==> src/logic/frs_pkg.sv <==
// Constants for the flash row erase and write sequencer
package frs_pkg;
    // ------------------------------------------------------------
    // Register offsets (byte addresses)
    // ------------------------------------------------------------
    localparam logic [4:0] OFS_CONTROL = 5'h00;
    localparam logic [4:0] OFS_UNLOCK = 5'h04;
    localparam logic [4:0] OFS_ADDR_LOW = 5'h08;
    localparam logic [4:0] OFS_ADDR_HIGH = 5'h0C;
    localparam logic [4:0] OFS_DATA_LOW = 5'h10;
    localparam logic [4:0] OFS_DATA_HIGH = 5'h14;
    // ------------------------------------------------------------
    // Control register fields
    // ------------------------------------------------------------
    localparam int BIT_READ = 0;
    localparam int BIT_WRITE_INIT = 1;
    localparam int BIT_WRITE_ENABLE_BIT = 2;
    localparam int BIT_WRERR = 3;
    localparam int BIT_ROW_ERASE = 4;
    localparam int BIT_LATCH_ONLY = 5;
    localparam int BIT_CFG_SPACE = 6;
    localparam int BIT_PGM_SEL = 7;
    localparam logic [7:0] CONTROL_RESET = 8'h00;
    // ------------------------------------------------------------
    // Unlock keys and word values
    // ------------------------------------------------------------
    localparam logic [7:0] KEY_FIRST = 8'h55;
    localparam logic [7:0] KEY_SECOND = 8'hAA;
    localparam logic [13:0] ERASED_WORD = 14'h3FFF;
    localparam int LATCH_COUNT = 32;
    localparam int LATCH_BITS = 5;
    localparam int FLASH_ADDR_BITS = 15;
    localparam int ROW_WORDS = 32;
    // ------------------------------------------------------------
    // Timing
    // ------------------------------------------------------------
    localparam int CLK_HZ = 25_000_000;
    localparam int ERASE_TIME_US = 2000;
    localparam int ERASE_CYCLES = ERASE_TIME_US * (CLK_HZ / 1_000_000);
    localparam int PROG_TIME_US = 2000;
    localparam int PROG_CYCLES = PROG_TIME_US * (CLK_HZ / 1_000_000);
    localparam int SETUP_CYCLES = 2;
    localparam int WORD_CYCLES = 1;
    typedef enum logic [2:0] {
        ST_IDLE, ST_SETUP, ST_ERASE, ST_PROGRAM, ST_DONE
    } frs_state_e;
    typedef enum logic [1:0] {
        KEY_NONE, KEY_GOT_FIRST, KEY_ARMED
    } frs_key_e;
endpackage

==> src/logic/frs_flash_sequencer.sv <==
// Flash row erase and latched block write sequencer with Avalon-MM slave
`timescale 1ns/1ns
// Overview of operation
// - Erase happens only per whole row
// - Key 55h then AAh unlocks initiate
// - Erase select clears on erase completion
// - Two setup cycles follow the initiate
// - Erase stalls core about 2 ms
// - Core resumes after the setup instructions
// - Programming never erases automatically
// - One program writes at most 32 words
// - Latch block aligned, never crosses boundary
// - Latches reset to 3FFF after programming
// - Latch-only flag set, erase clear: initiate just loads latch
// - Latch-only and erase clear: load last, program block
// - Program writes whole block, unloaded latches too
module frs_flash_sequencer
    import frs_pkg::*;
#(
    parameter int ERASE_CNT = ERASE_CYCLES,
    parameter int PROG_CNT = PROG_CYCLES
) (
    input wire logic ref_clk, // System clock
    input wire logic rstn, // Synchronous reset, active low
    input wire logic [4:0] avs_address, // Byte address
    input wire logic avs_read, // Read request
    input wire logic avs_write, // Write request
    input wire logic [31:0] avs_writedata, // Write data
    input wire logic [3:0] avs_byteenable, // Byte lanes
    output logic [31:0] avs_readdata, // Read data
    output logic avs_waitrequest, // Stall request
    output logic cpu_stall, // Halts instruction fetch
    output logic flash_we, // Word write strobe to array
    output logic flash_row_erase, // Row erase strobe to array
    output logic [14:0] flash_addr, // Array word address
    output logic [13:0] flash_wdata // Array write data
);
    localparam int CW = 24;
    // ------------------------------------------------------------
    // State
    // ------------------------------------------------------------
    frs_state_e state_reg, state_next;
    frs_key_e key_reg, key_next;
    logic [7:0] control_reg, control_next;
    logic [7:0] addr_low_reg, addr_low_next;
    logic [6:0] addr_high_reg, addr_high_next;
    logic [7:0] data_low_reg, data_low_next;
    logic [5:0] data_high_reg, data_high_next;
    logic [CW-1:0] count_reg, count_next;
    logic [LATCH_BITS-1:0] idx_reg, idx_next;
    logic erase_op_reg, erase_op_next;
    logic [31:0] rdata_reg, rdata_next;
    logic ack_reg, ack_next;
    logic wait_reg, wait_next;
    logic stall_reg, stall_next;
    logic we_reg, we_next;
    logic erase_reg, erase_next;
    logic [14:0] faddr_reg, faddr_next;
    logic [13:0] fdata_reg, fdata_next;
    logic [13:0] latch_mem [LATCH_COUNT];
    logic latch_load;
    logic latch_clear;
    logic [LATCH_BITS-1:0] latch_sel;
    logic [13:0] latch_word;
    logic bus_wr;
    logic bus_rd;
    logic [14:0] cur_addr;

    // ------------------------------------------------------------
    // Bus decode
    // ------------------------------------------------------------
    // Writes land on the edge that sees waitrequest low; lane 0 gates them
    assign bus_wr = avs_write & ack_reg & avs_byteenable[0];
    // Read data is captured one edge early so it stands at the answer edge
    assign bus_rd = avs_read & ~ack_reg;
    assign cur_addr = {addr_high_reg, addr_low_reg};
    assign latch_sel = addr_low_reg[LATCH_BITS-1:0];
    assign latch_word = {data_high_reg, data_low_reg};

    // ------------------------------------------------------------
    // Write latches
    // ------------------------------------------------------------
    genvar gi;
    generate
        for (gi = 0; gi < LATCH_COUNT; gi++) begin : g_latch
            always_ff @(posedge ref_clk) begin
                if (!rstn || latch_clear) begin
                    latch_mem[gi] <= ERASED_WORD;
                end else if (latch_load &&
                        latch_sel == LATCH_BITS'(gi)) begin
                    latch_mem[gi] <= latch_word;
                end
            end
        end
    endgenerate

    // ------------------------------------------------------------
    // Next state
    // ------------------------------------------------------------
    always_comb begin
        state_next = state_reg;
        key_next = key_reg;
        control_next = control_reg;
        addr_low_next = addr_low_reg;
        addr_high_next = addr_high_reg;
        data_low_next = data_low_reg;
        data_high_next = data_high_reg;
        count_next = count_reg;
        idx_next = idx_reg;
        erase_op_next = erase_op_reg;
        rdata_next = rdata_reg;
        ack_next = 1'b0;
        stall_next = stall_reg;
        we_next = 1'b0;
        erase_next = 1'b0;
        faddr_next = faddr_reg;
        fdata_next = fdata_reg;
        latch_load = 1'b0;
        latch_clear = 1'b0;
        // Every request is answered once, mapped or not, lane 0 or not
        if ((avs_read || avs_write) && !ack_reg) begin
            ack_next = 1'b1;
        end
        if (bus_rd) begin
            unique case (avs_address)
                OFS_CONTROL: rdata_next = {24'h000000, control_reg};
                OFS_ADDR_LOW: rdata_next = {24'h000000, addr_low_reg};
                OFS_ADDR_HIGH: rdata_next = {25'h0000000, addr_high_reg};
                OFS_DATA_LOW: rdata_next = {24'h000000, data_low_reg};
                OFS_DATA_HIGH: rdata_next = {26'h0000000, data_high_reg};
                default: rdata_next = 32'h00000000;
            endcase
        end
        if (bus_wr) begin
            // Any register write other than the second key breaks the chain
            if (!(avs_address == OFS_UNLOCK) &&
                    !(avs_address == OFS_CONTROL && key_reg == KEY_ARMED)) begin
                key_next = KEY_NONE;
            end
            unique case (avs_address)
                OFS_UNLOCK: begin
                    if (avs_writedata[7:0] == KEY_FIRST) begin
                        key_next = KEY_GOT_FIRST;
                    end else if (avs_writedata[7:0] == KEY_SECOND &&
                            key_reg == KEY_GOT_FIRST) begin
                        key_next = KEY_ARMED;
                    end else begin
                        key_next = KEY_NONE;
                    end
                end
                OFS_CONTROL: begin
                    key_next = KEY_NONE;
                    if (state_reg == ST_IDLE) begin
                        control_next = avs_writedata[7:0];
                        control_next[BIT_WRITE_INIT] = 1'b0;
                        control_next[BIT_READ] = 1'b0;
                        if (avs_writedata[BIT_WRITE_INIT] &&
                                key_reg == KEY_ARMED &&
                                avs_writedata[BIT_WRITE_ENABLE_BIT] &&
                                avs_writedata[BIT_PGM_SEL] &&
                                !avs_writedata[BIT_CFG_SPACE]) begin
                            control_next[BIT_WRITE_INIT] = 1'b1;
                            erase_op_next = avs_writedata[BIT_ROW_ERASE];
                            count_next = CW'(SETUP_CYCLES - 1);
                            stall_next = 1'b1;
                            state_next = ST_SETUP;
                        end
                    end
                end
                OFS_ADDR_LOW: addr_low_next = avs_writedata[7:0];
                OFS_ADDR_HIGH: addr_high_next = avs_writedata[6:0];
                OFS_DATA_LOW: data_low_next = avs_writedata[7:0];
                OFS_DATA_HIGH: data_high_next = avs_writedata[5:0];
                default: ;
            endcase
        end
        unique case (state_reg)
            ST_IDLE: ;
            ST_SETUP: begin
                if (count_reg == '0) begin
                    if (erase_op_reg) begin
                        // Whole row only: low address bits are dropped
                        faddr_next = cur_addr & ~15'(ROW_WORDS - 1);
                        erase_next = 1'b1;
                        count_next = CW'(ERASE_CNT - 1);
                        state_next = ST_ERASE;
                    end else if (control_reg[BIT_LATCH_ONLY]) begin
                        latch_load = 1'b1;
                        state_next = ST_DONE;
                    end else begin
                        latch_load = 1'b1;
                        idx_next = '0;
                        count_next = CW'(PROG_CNT - 1);
                        state_next = ST_PROGRAM;
                    end
                end else begin
                    count_next = count_reg - CW'(1);
                end
            end
            ST_ERASE: begin
                if (count_reg == '0) begin
                    control_next[BIT_ROW_ERASE] = 1'b0;
                    state_next = ST_DONE;
                end else begin
                    count_next = count_reg - CW'(1);
                end
            end
            ST_PROGRAM: begin
                // Every latch goes out, loaded or not; no erase here
                if (count_reg == CW'(PROG_CNT - 1) - CW'(idx_reg)) begin
                    faddr_next = {cur_addr[14:LATCH_BITS], idx_reg};
                    fdata_next = latch_mem[idx_reg];
                    we_next = 1'b1;
                    // Index parks on the last latch: one pulse per latch
                    if (idx_reg != LATCH_BITS'(LATCH_COUNT - 1)) begin
                        idx_next = idx_reg + LATCH_BITS'(1);
                    end
                end
                if (count_reg == '0) begin
                    latch_clear = 1'b1;
                    state_next = ST_DONE;
                end else begin
                    count_next = count_reg - CW'(1);
                end
            end
            // Release the core and drop the initiate bit together
            ST_DONE: begin
                control_next[BIT_WRITE_INIT] = 1'b0;
                stall_next = 1'b0;
                faddr_next = '0;
                state_next = ST_IDLE;
            end
            default: state_next = ST_IDLE;
        endcase
        // Own flop so the pin leaves a register with no gate behind it
        wait_next = ~ack_next;
    end

    // ------------------------------------------------------------
    // Registers
    // ------------------------------------------------------------
    always_ff @(posedge ref_clk) begin
        if (!rstn) begin
            state_reg <= ST_IDLE;
            key_reg <= KEY_NONE;
            control_reg <= CONTROL_RESET;
            addr_low_reg <= 8'h00;
            addr_high_reg <= 7'h00;
            data_low_reg <= 8'h00;
            data_high_reg <= 6'h00;
            count_reg <= '0;
            idx_reg <= '0;
            erase_op_reg <= 1'b0;
            rdata_reg <= 32'h00000000;
            ack_reg <= 1'b0;
            wait_reg <= 1'b1;
            stall_reg <= 1'b0;
            we_reg <= 1'b0;
            erase_reg <= 1'b0;
            faddr_reg <= 15'h0000;
            fdata_reg <= 14'h0000;
        end else begin
            state_reg <= state_next;
            key_reg <= key_next;
            control_reg <= control_next;
            addr_low_reg <= addr_low_next;
            addr_high_reg <= addr_high_next;
            data_low_reg <= data_low_next;
            data_high_reg <= data_high_next;
            count_reg <= count_next;
            idx_reg <= idx_next;
            erase_op_reg <= erase_op_next;
            rdata_reg <= rdata_next;
            ack_reg <= ack_next;
            wait_reg <= wait_next;
            stall_reg <= stall_next;
            we_reg <= we_next;
            erase_reg <= erase_next;
            faddr_reg <= faddr_next;
            fdata_reg <= fdata_next;
        end
    end

    // ------------------------------------------------------------
    // Outputs
    // ------------------------------------------------------------
    assign avs_readdata = rdata_reg;
    assign avs_waitrequest = wait_reg;
    assign cpu_stall = stall_reg;
    assign flash_we = we_reg;
    assign flash_row_erase = erase_reg;
    assign flash_addr = faddr_reg;
    assign flash_wdata = fdata_reg;
endmodule // frs_flash_sequencer

==> config.mk <==
export PLATFORM = sky130hd
export DESIGN_NAME = frs_flash_sequencer
export DESIGN_NICKNAME = d
export VERILOG_FILES = /design/src/logic/frs_pkg.sv /design/src/logic/frs_flash_sequencer.sv
export SDC_FILE = /design/constraint.sdc
export NUM_CORES = 1
export LEC_CHECK = 0
export ABC_AREA = 0
export BUFFER_PORTS_ARGS = -buffer_cell sky130_fd_sc_hd__buf_2
export CAP_MARGIN = 30
export CORE_ASPECT_RATIO = 0.5
export CORE_MARGIN = 10
export CORE_UTILIZATION = 24
export DETAILED_ROUTE_END_ITERATION = 8
export SLEW_MARGIN = 0
export SYNTH_ARGS = -nofsm -noshare
export SYNTH_HDL_FRONTEND = slang
export SYNTH_SLANG_ARGS = --single-unit
==> constraint.sdc <==
create_clock -name ref_clk -period 4.75 [get_ports ref_clk]
set_input_delay 0.2375 -clock ref_clk [delete_from_list [all_inputs] [get_ports ref_clk]]
set_output_delay 0.2375 -clock ref_clk [all_outputs]
set_load 0.01 [all_outputs]
==> metrics.md, run 1 <==
| Metric | Value |
|---|---|
| Combinational share of power | `2.3%` |
| CP Class | `register to register` |
| Worst Hold Launch | `avs_byteenable[0]` |
| Final wirelength | `approximately 72 mm` |
| Run status | `completed` |
| Max Clk Rate | `285 MHz` |
| Crit Path Max Fanout | `22` |
| DIE AREA | `120,000 um^2` |
| Sequential share of power | `about half` |
| Worst EP arrival | `3.84 ns` |
| Most frequent cells in the layout | `583 x nand2_1, 448 x edfxtp_1, 108 x dfxtp_1` |
| PortBufs | `58` |
| TritonCTS Buffers | `57` |
| HPWL after DPL | `46.5 mm` |
| Max-Cap Viols | `0` |
| R2R setup slack | `1.25 ns` |
| Worst r2r src | `count_reg[9]$_SDFF_PN0_` |
| Max IR drop VDD | `about 0.28 mV` |
| Vias in the first global route | `about 17,000` |
| Yosys reg bits | `between 500 and 600` |
| Leak | `7.45 nW` |
| Final Slew Violations | `0` |
| Slew @ Worst Pin | `1.02 ns` |
| Crit. End Element | `register` |
| Detailed Routing Iterations Pass 1 | `6` |
| Final TNS setup | `0 ns` |
| Cell area after layout | `29,400 um^2` |
| Max Root-Sink Buffers | `3` |
| Grt total ovfl | `0` |
| Clock power frac | `46.1%` |
| Core Region | `roughly 110,000 um^2` |
| Yosys top cell area share | `52.8%` |
| Rows | `84` |
| Worst hold path stage count | `4` |
| R2r worst-path depth | `5` |
| P_int | `8.11 mW` |
| Share of cells above drive strength 1 | `19.3%` |
| RR Endpoint | `latch_mem[29][0]$_SDFFCE_PN1P_` |
| Worst path cell trace | `nor4_2, and4_1, nand4_4, nor3b_4, nand2_1` |
| Crit-path slowest cell | `nor3b_4` |
| DRC viols | `0` |
| Delay-heaviest family, CP | `simple AND/OR/NAND/NOR gates` |
| Buf/Inv on CP | `0` |
| HP Class | `input port to register` |
| Post-route ant nets | `0` |
| Sw frac | `between 20% and 30%` |
| Final GP Congestion | `0.834` |
| Worst path required time | `between 5 and 6 ns` |
| CP startpoint | `count_reg[9]$_SDFF_PN0_` |
| Ports | `110` |
| Total vias in the final route | `between 15,000 and 20,000` |
| Clock Pin Slew Worst Setup and Hold Paths | `roughly 0.060 ns` |
| GR Util All Layers | `between 10% and 20%` |
| Area Overhead vs Synth | `15.5%` |
| Commonest non-fill, non-tap cell in the layout | `nand2_1` |
| Initial Util | `24.2%` |
| Post-CTS Setup Inserts | `0` |
| Worst-Skew Late Latency | `0.63 ns` |
| First-pass GRT wire length | `~110 mm` |
| Distinct cell type count after synthesis | `77` |
| Top cells by area, synth | `edfxtp_1 53%, dfxtp_1 8.9%, mux4_2 8.7%` |
| Post-DP Area | `27,300 um^2` |
| Switch Pwr | `2.12 mW` |
| Root Driver | `clkbuf_16` |
| Initial antenna violation count | `8` |
| CTS tree | `done` |
| Number of vias per cell | `4.73` |
| Final Hold Vio Count | `0` |
| Crit path largest cell delay | `1.04 ns` |
| Max_slew headroom | `roughly 32%` |
| Max reg flops | `448` |
| Clock sink count | `561` |
| Largest net degree at the start of global routing | `51` |
| Synthesized area | `25,500 um^2` |
| Post-synth top flop | `edfxtp_1` |
| Sequential-to-total area share from yosys stat | `around three fifths` |
| Post-synth ARST share | `0%` |
| Tcrit/Tclk final | `between 70% and 80%` |
| Nets | `2,125` |
| Worst Hold End | `key_reg[1]$_SDFFE_PN0P_` |
| Power Dens Cells | `348 nW/um^2` |
| CTS Hold Bufs | `13` |
| Final Skew | `0.0268 ns` |
| Crit start category | `register` |
| RSZ-0062 raised after global routing | `no` |
| Post-synth EDFFs | `448` |
| Area leader, netlist | `edfxtp_1` |
| Syn avg cell area | `approximately 12 um^2` |
| # setup viols final | `0` |
| Drt wl/cell | `20.4 um` |
| Tmin final | `3.50 ns` |
| H-Tree Depth | `2` |
| Die height | `250 um` |
| Post-cts sizing count | `0` |
| Ys Warns | `0` |
| Initial DRC count | `1,977` |
| Mapped Cells | `2,045` |
| Die X | `481 um` |
## layer usage
metal  vias to the layer above  wire length, um  global-route usage, %
met4                        10             2450                   4.09
met3                       113             5290                   1.64
li1                       7540                -                      -
met1                      8477            29200                   15.0
met2                       639            35500                   19.7
met5                         -               56                      0
## power groups by stage
stage	Combinational [mW]	Clock [mW]	Sequential (mW)
floorplan	0.117	0	5.40
global placement	0.219	0	5.39
detailed placement	0.222	0	5.39
CTS	0.232	4.80	5.29
global route	0.248	5.00	5.28
finish	0.234	4.71	5.29
## Yosys cell counts (6+ instances only)
| cell | count |
|---|---|
| nand4_1 | 10 |
| nand3_1 | 64 |
| buf_4 | 28 |
| o22ai_1 | 22 |
| nor3_4 | 9 |
| nor2b_1 | 19 |
| a221oi_1 | 6 |
| a22oi_1 | 6 |
| clkbuf_1 | 101 |
| nand2b_1 | 14 |
| nor2_1 | 55 |
| or3_1 | 10 |
| buf_6 | 14 |
| or4_1 | 8 |
| nor3b_4 | 11 |
| o21ai_0 | 50 |
| nor3_1 | 26 |
| nor4_1 | 8 |
| o31ai_1 | 15 |
| nor3_2 | 7 |
| mux4_2 | 98 |
| buf_2 | 47 |
| nand2_1 | 583 |
| a211oi_1 | 20 |
| mux2i_1 | 36 |
| edfxtp_1 | 448 |
| a21oi_1 | 51 |
| dfxtp_1 | 113 |
| inv_1 | 11 |
| mux2_2 | 28 |
| o221ai_1 | 13 |
## worst max path at each step
stage	slack, ns	cells past startpoint	endpoint
global route	1.03	5	latch_mem[29][0]$_SDFFCE_PN1P_
detailed placement	1.26	5	latch_mem[30][3]$_SDFFCE_PN1P_
CTS	1.28	5	latch_mem[30][3]$_SDFFCE_PN1P_
floorplan	1.70	7	latch_mem[19][0]$_SDFFCE_PN1P_
finish	1.25	5	latch_mem[29][0]$_SDFFCE_PN1P_
global placement	1.28	5	latch_mem[6][2]$_SDFFCE_PN1P_
## area by class of cell
type / count / area, um^2
Antenna cell: 2 / 5.00
Clock buffer: 72 / 1490
Clock inverter: 34 / 475
Fill cell: 10700 / 75800
Inverter: 11 / 41.3
Multi-Input combinational cell: 1301 / 8920
Sequential cell: 561 / 15700
Tap cell: 1419 / 1780
Timing Repair Buffer: 144 / 1000
## worst min-delay path, stage by stage
cell and delay, ns:
buf_2 0.11, nand3_1 0.16, nand2_1 0.11, a21oi_1 0.05
## stage by stage
step / setup WS [ns] / utilization, % / instances / total power, mW / hold slack [ns]
global route: 1.03 / 28.0 / 3543 / 10.5 / 0.125
finish: 1.25 / 28.0 / 3544 / 10.2 / 0.104
floorplan: 1.70 / - / 2068 / 5.52 / 0.381
global placement: 1.28 / 25.9 / 3417 / 5.61 / 0.441
detailed placement: 1.26 / 26.0 / 3422 / 5.61 / 0.448
CTS: 1.28 / 28.0 / 3541 / 10.3 / 0.0576
## cells by family (layout without fill, tap and decap cells)
logic type                 after synthesis  after routing  share of synthesized area (%)
other                                    1             26                         0.0147
muxes                                  162            162                           11.3
xor gates and xnor gates                 7              7                          0.241
DFF                                    561            561                           61.7
adders and majority gates                4              4                          0.196
and+or+nand+nor                        866            866                           16.3
buffers and inverters                  206            261                           4.09
AOI/OAI and AO/OA                      238            238                           6.20
(Power assumes the default switching activity.)
==> inputs of run 2 (changes only) <==
==> constraint.sdc (replaced) <==
create_clock -name ref_clk -period 3.3 [get_ports ref_clk]
set_input_delay 0.165 -clock ref_clk [delete_from_list [all_inputs] [get_ports ref_clk]]
set_output_delay 0.165 -clock ref_clk [all_outputs]
set_load 0.01 [all_outputs]
==> run 2 against run 1 <==
Net effect: register-to-register slack got worse by 0.81 ns; via count rose by 1.3%; maximum frequency rose by 22%; worst setup slack got worse by 0.81 ns; total power rose by 41%; non-clock buffer count rose by 56; global-route usage rose by 0.21 points; sequential power rose by 44%; critical path type unchanged; largest cell class unchanged; largest power group unchanged.
==> metrics.md, run 2 (synthesized netlist as in run 1, its figures left out) <==
| Metric | Value |
|---|---|
| Run status | `completed` |
| Tcrit/Tclk final | `86.9%` |
| Max Root-Sink Buffers | `3` |
| Leak | `7.73 nW` |
| CP Class | `register to register` |
| Crit. End Element | `register` |
| GR Util All Layers | `between 10% and 20%` |
| RSZ-0062 raised after global routing | `no` |
| Drt wl/cell | `20.4 um` |
| HPWL after DPL | `47.3 mm` |
| Max-Cap Viols | `0` |
| HP Class | `input port to register` |
| Hold slack final | `0.0395 ns` |
| Max reg flops | `448` |
| Root Driver | `clkbuf_16` |
| Worst path required time | `between 3 and 4 ns` |
| Number of vias per cell | `about 4.7` |
| Clock sink count | `561` |
| Post-route ant nets | `0` |
| Final Slew Violations | `0` |
| Initial antenna violation count | `5` |
| Core Region | `between 100,000 and 150,000 um^2` |
| # setup viols final | `0` |
| CTS tree | `done` |
| Tmin final | `2.87 ns` |
| Final Skew | `~0.025 ns` |
| Die X | `481 um` |
| H-Tree Depth | `2` |
| Ports | `110` |
| Worst EP arrival | `3.16 ns` |
| Most frequent cells in the layout | `583 x nand2_1, 448 x edfxtp_1, 123 x buf_4` |
| Grt total ovfl | `0` |
| Vias in the first global route | `approximately 17,000` |
| Commonest non-fill, non-tap cell in the layout | `nand2_1` |
| Area Overhead vs Synth | `16.7%` |
| Die height | `250 um` |
| Max IR drop VDD | `~0.42 mV` |
| Worst-Skew Late Latency | `0.62 ns` |
| PortBufs | `58` |
| Crit start category | `register` |
| Final GP Congestion | `0.848` |
| Clock Pin Slew Worst Setup and Hold Paths | `0.06 ns` |
| Final Hold Vio Count | `0` |
| Rows | `84` |
| Initial DRC count | `1,706` |
| Final TNS setup | `0 ns` |
| Slew @ Worst Pin | `0.981 ns` |
| TritonCTS Buffers | `58` |
| Crit Path Max Fanout | `16` |
| Share of cells above drive strength 1 | `between 20 and 25%` |
| Detailed Routing Iterations Pass 1 | `6` |
| Nets | `2,182` |
| Final wirelength | `roughly 73 mm` |
| Initial Util | `24.2%` |
| Power Dens Cells | `485 nW/um^2` |
| Post-CTS Setup Inserts | `0` |
| Max Clk Rate | `about 350 MHz` |
| DRC viols | `0` |
| Total vias in the final route | `17,000` |
| First-pass GRT wire length | `roughly 110 mm` |
| DIE AREA | `120,000 um^2` |
| Largest net degree at the start of global routing | `between 40 and 50` |
| Max_slew headroom | `34.6%` |
-- run 2: worst max-delay path, stage by stage, from the launching register on --
cell and delay, ns:
dfxtp_1 0.38, nor4_2 0.40, nand4_1 0.18, nor2_1 0.38
nand3_1 0.55, o21ai_1 0.32, buf_4 0.33
-- run 2: metal layers --
metal	global-route usage (%)	routed length [um]
met1	15.2	29700
met2	19.9	35600
met3	2.02	5680
met4	4.06	2320
met5	0	32
-- run 2: final timing paths --
| check | end | start | slack, ns | depth (start not counted) |
|---|---|---|---|---|
| setup / recovery | latch_mem[3][11]$_SDFFCE_PN1P_ | count_reg[4]$_SDFF_PN0_ | 0.43 | 6 |
| hold / removal | key_reg[1]$_SDFFE_PN0P_ | avs_byteenable[0] | 0.04 | 4 |
| setup reg to reg | latch_mem[3][11]$_SDFFCE_PN1P_ | count_reg[4]$_SDFF_PN0_ | 0.43 | 6 |
| hold reg to reg | flash_wdata[12]$_SDFFE_PN0P_ | flash_wdata[12]$_SDFFE_PN0P_ | 0.45 | 2 |
-- run 2: where the power goes --
part / total [mW] / switching (mW) / leakage (nW) / internal (mW)
Clock: 6.47 / 2.77 / 0.909 / 3.70
Combinational: 0.340 / 0.269 / 2.88 / 0.0710
Sequential: 7.61 / 0.00525 / 3.94 / 7.60
Total: 14.4 / 3.04 / 7.73 / 11.4
-- run 2: cell type report --
cell class	count	area, um^2
well taps	1419	1780
clock buffers	69	1490
repair buffers	200	1460
inverters	11	41.3
multi-input cells	1301	8890
clock inverters	37	367
flip-flops and latches	561	15700
diodes	2	5.00
fillers	10700	75500
-- run 2: stage by stage --
| step | area, um^2 | cells | worst slack, ns | util [%] | total power, mW |
|---|---|---|---|---|---|
| 2_1_floorplan | 25600 | 2068 | 0.246 | - | 7.94 |
| 6_report | 29800 | 3600 | 0.433 | 28.3 | 14.4 |
| 3_3_place_gp | 27700 | 3477 | 0.560 | 26.4 | 8.08 |
| 5_1_grt | 29800 | 3599 | 0.169 | 28.3 | 14.8 |
| 4_1_cts | 29700 | 3598 | 0.501 | 28.3 | 14.5 |
| 3_5_place_dp | 27800 | 3480 | 0.484 | 26.4 | 8.09 |
-- run 2: timing repair --
action | 4_1_cts | 5_1_grt
resized for setup | 0 | 0
hold endpoints to repair | 39 | 0
hold buffers | 12 | 0
setup endpoints to repair | 0 | 0
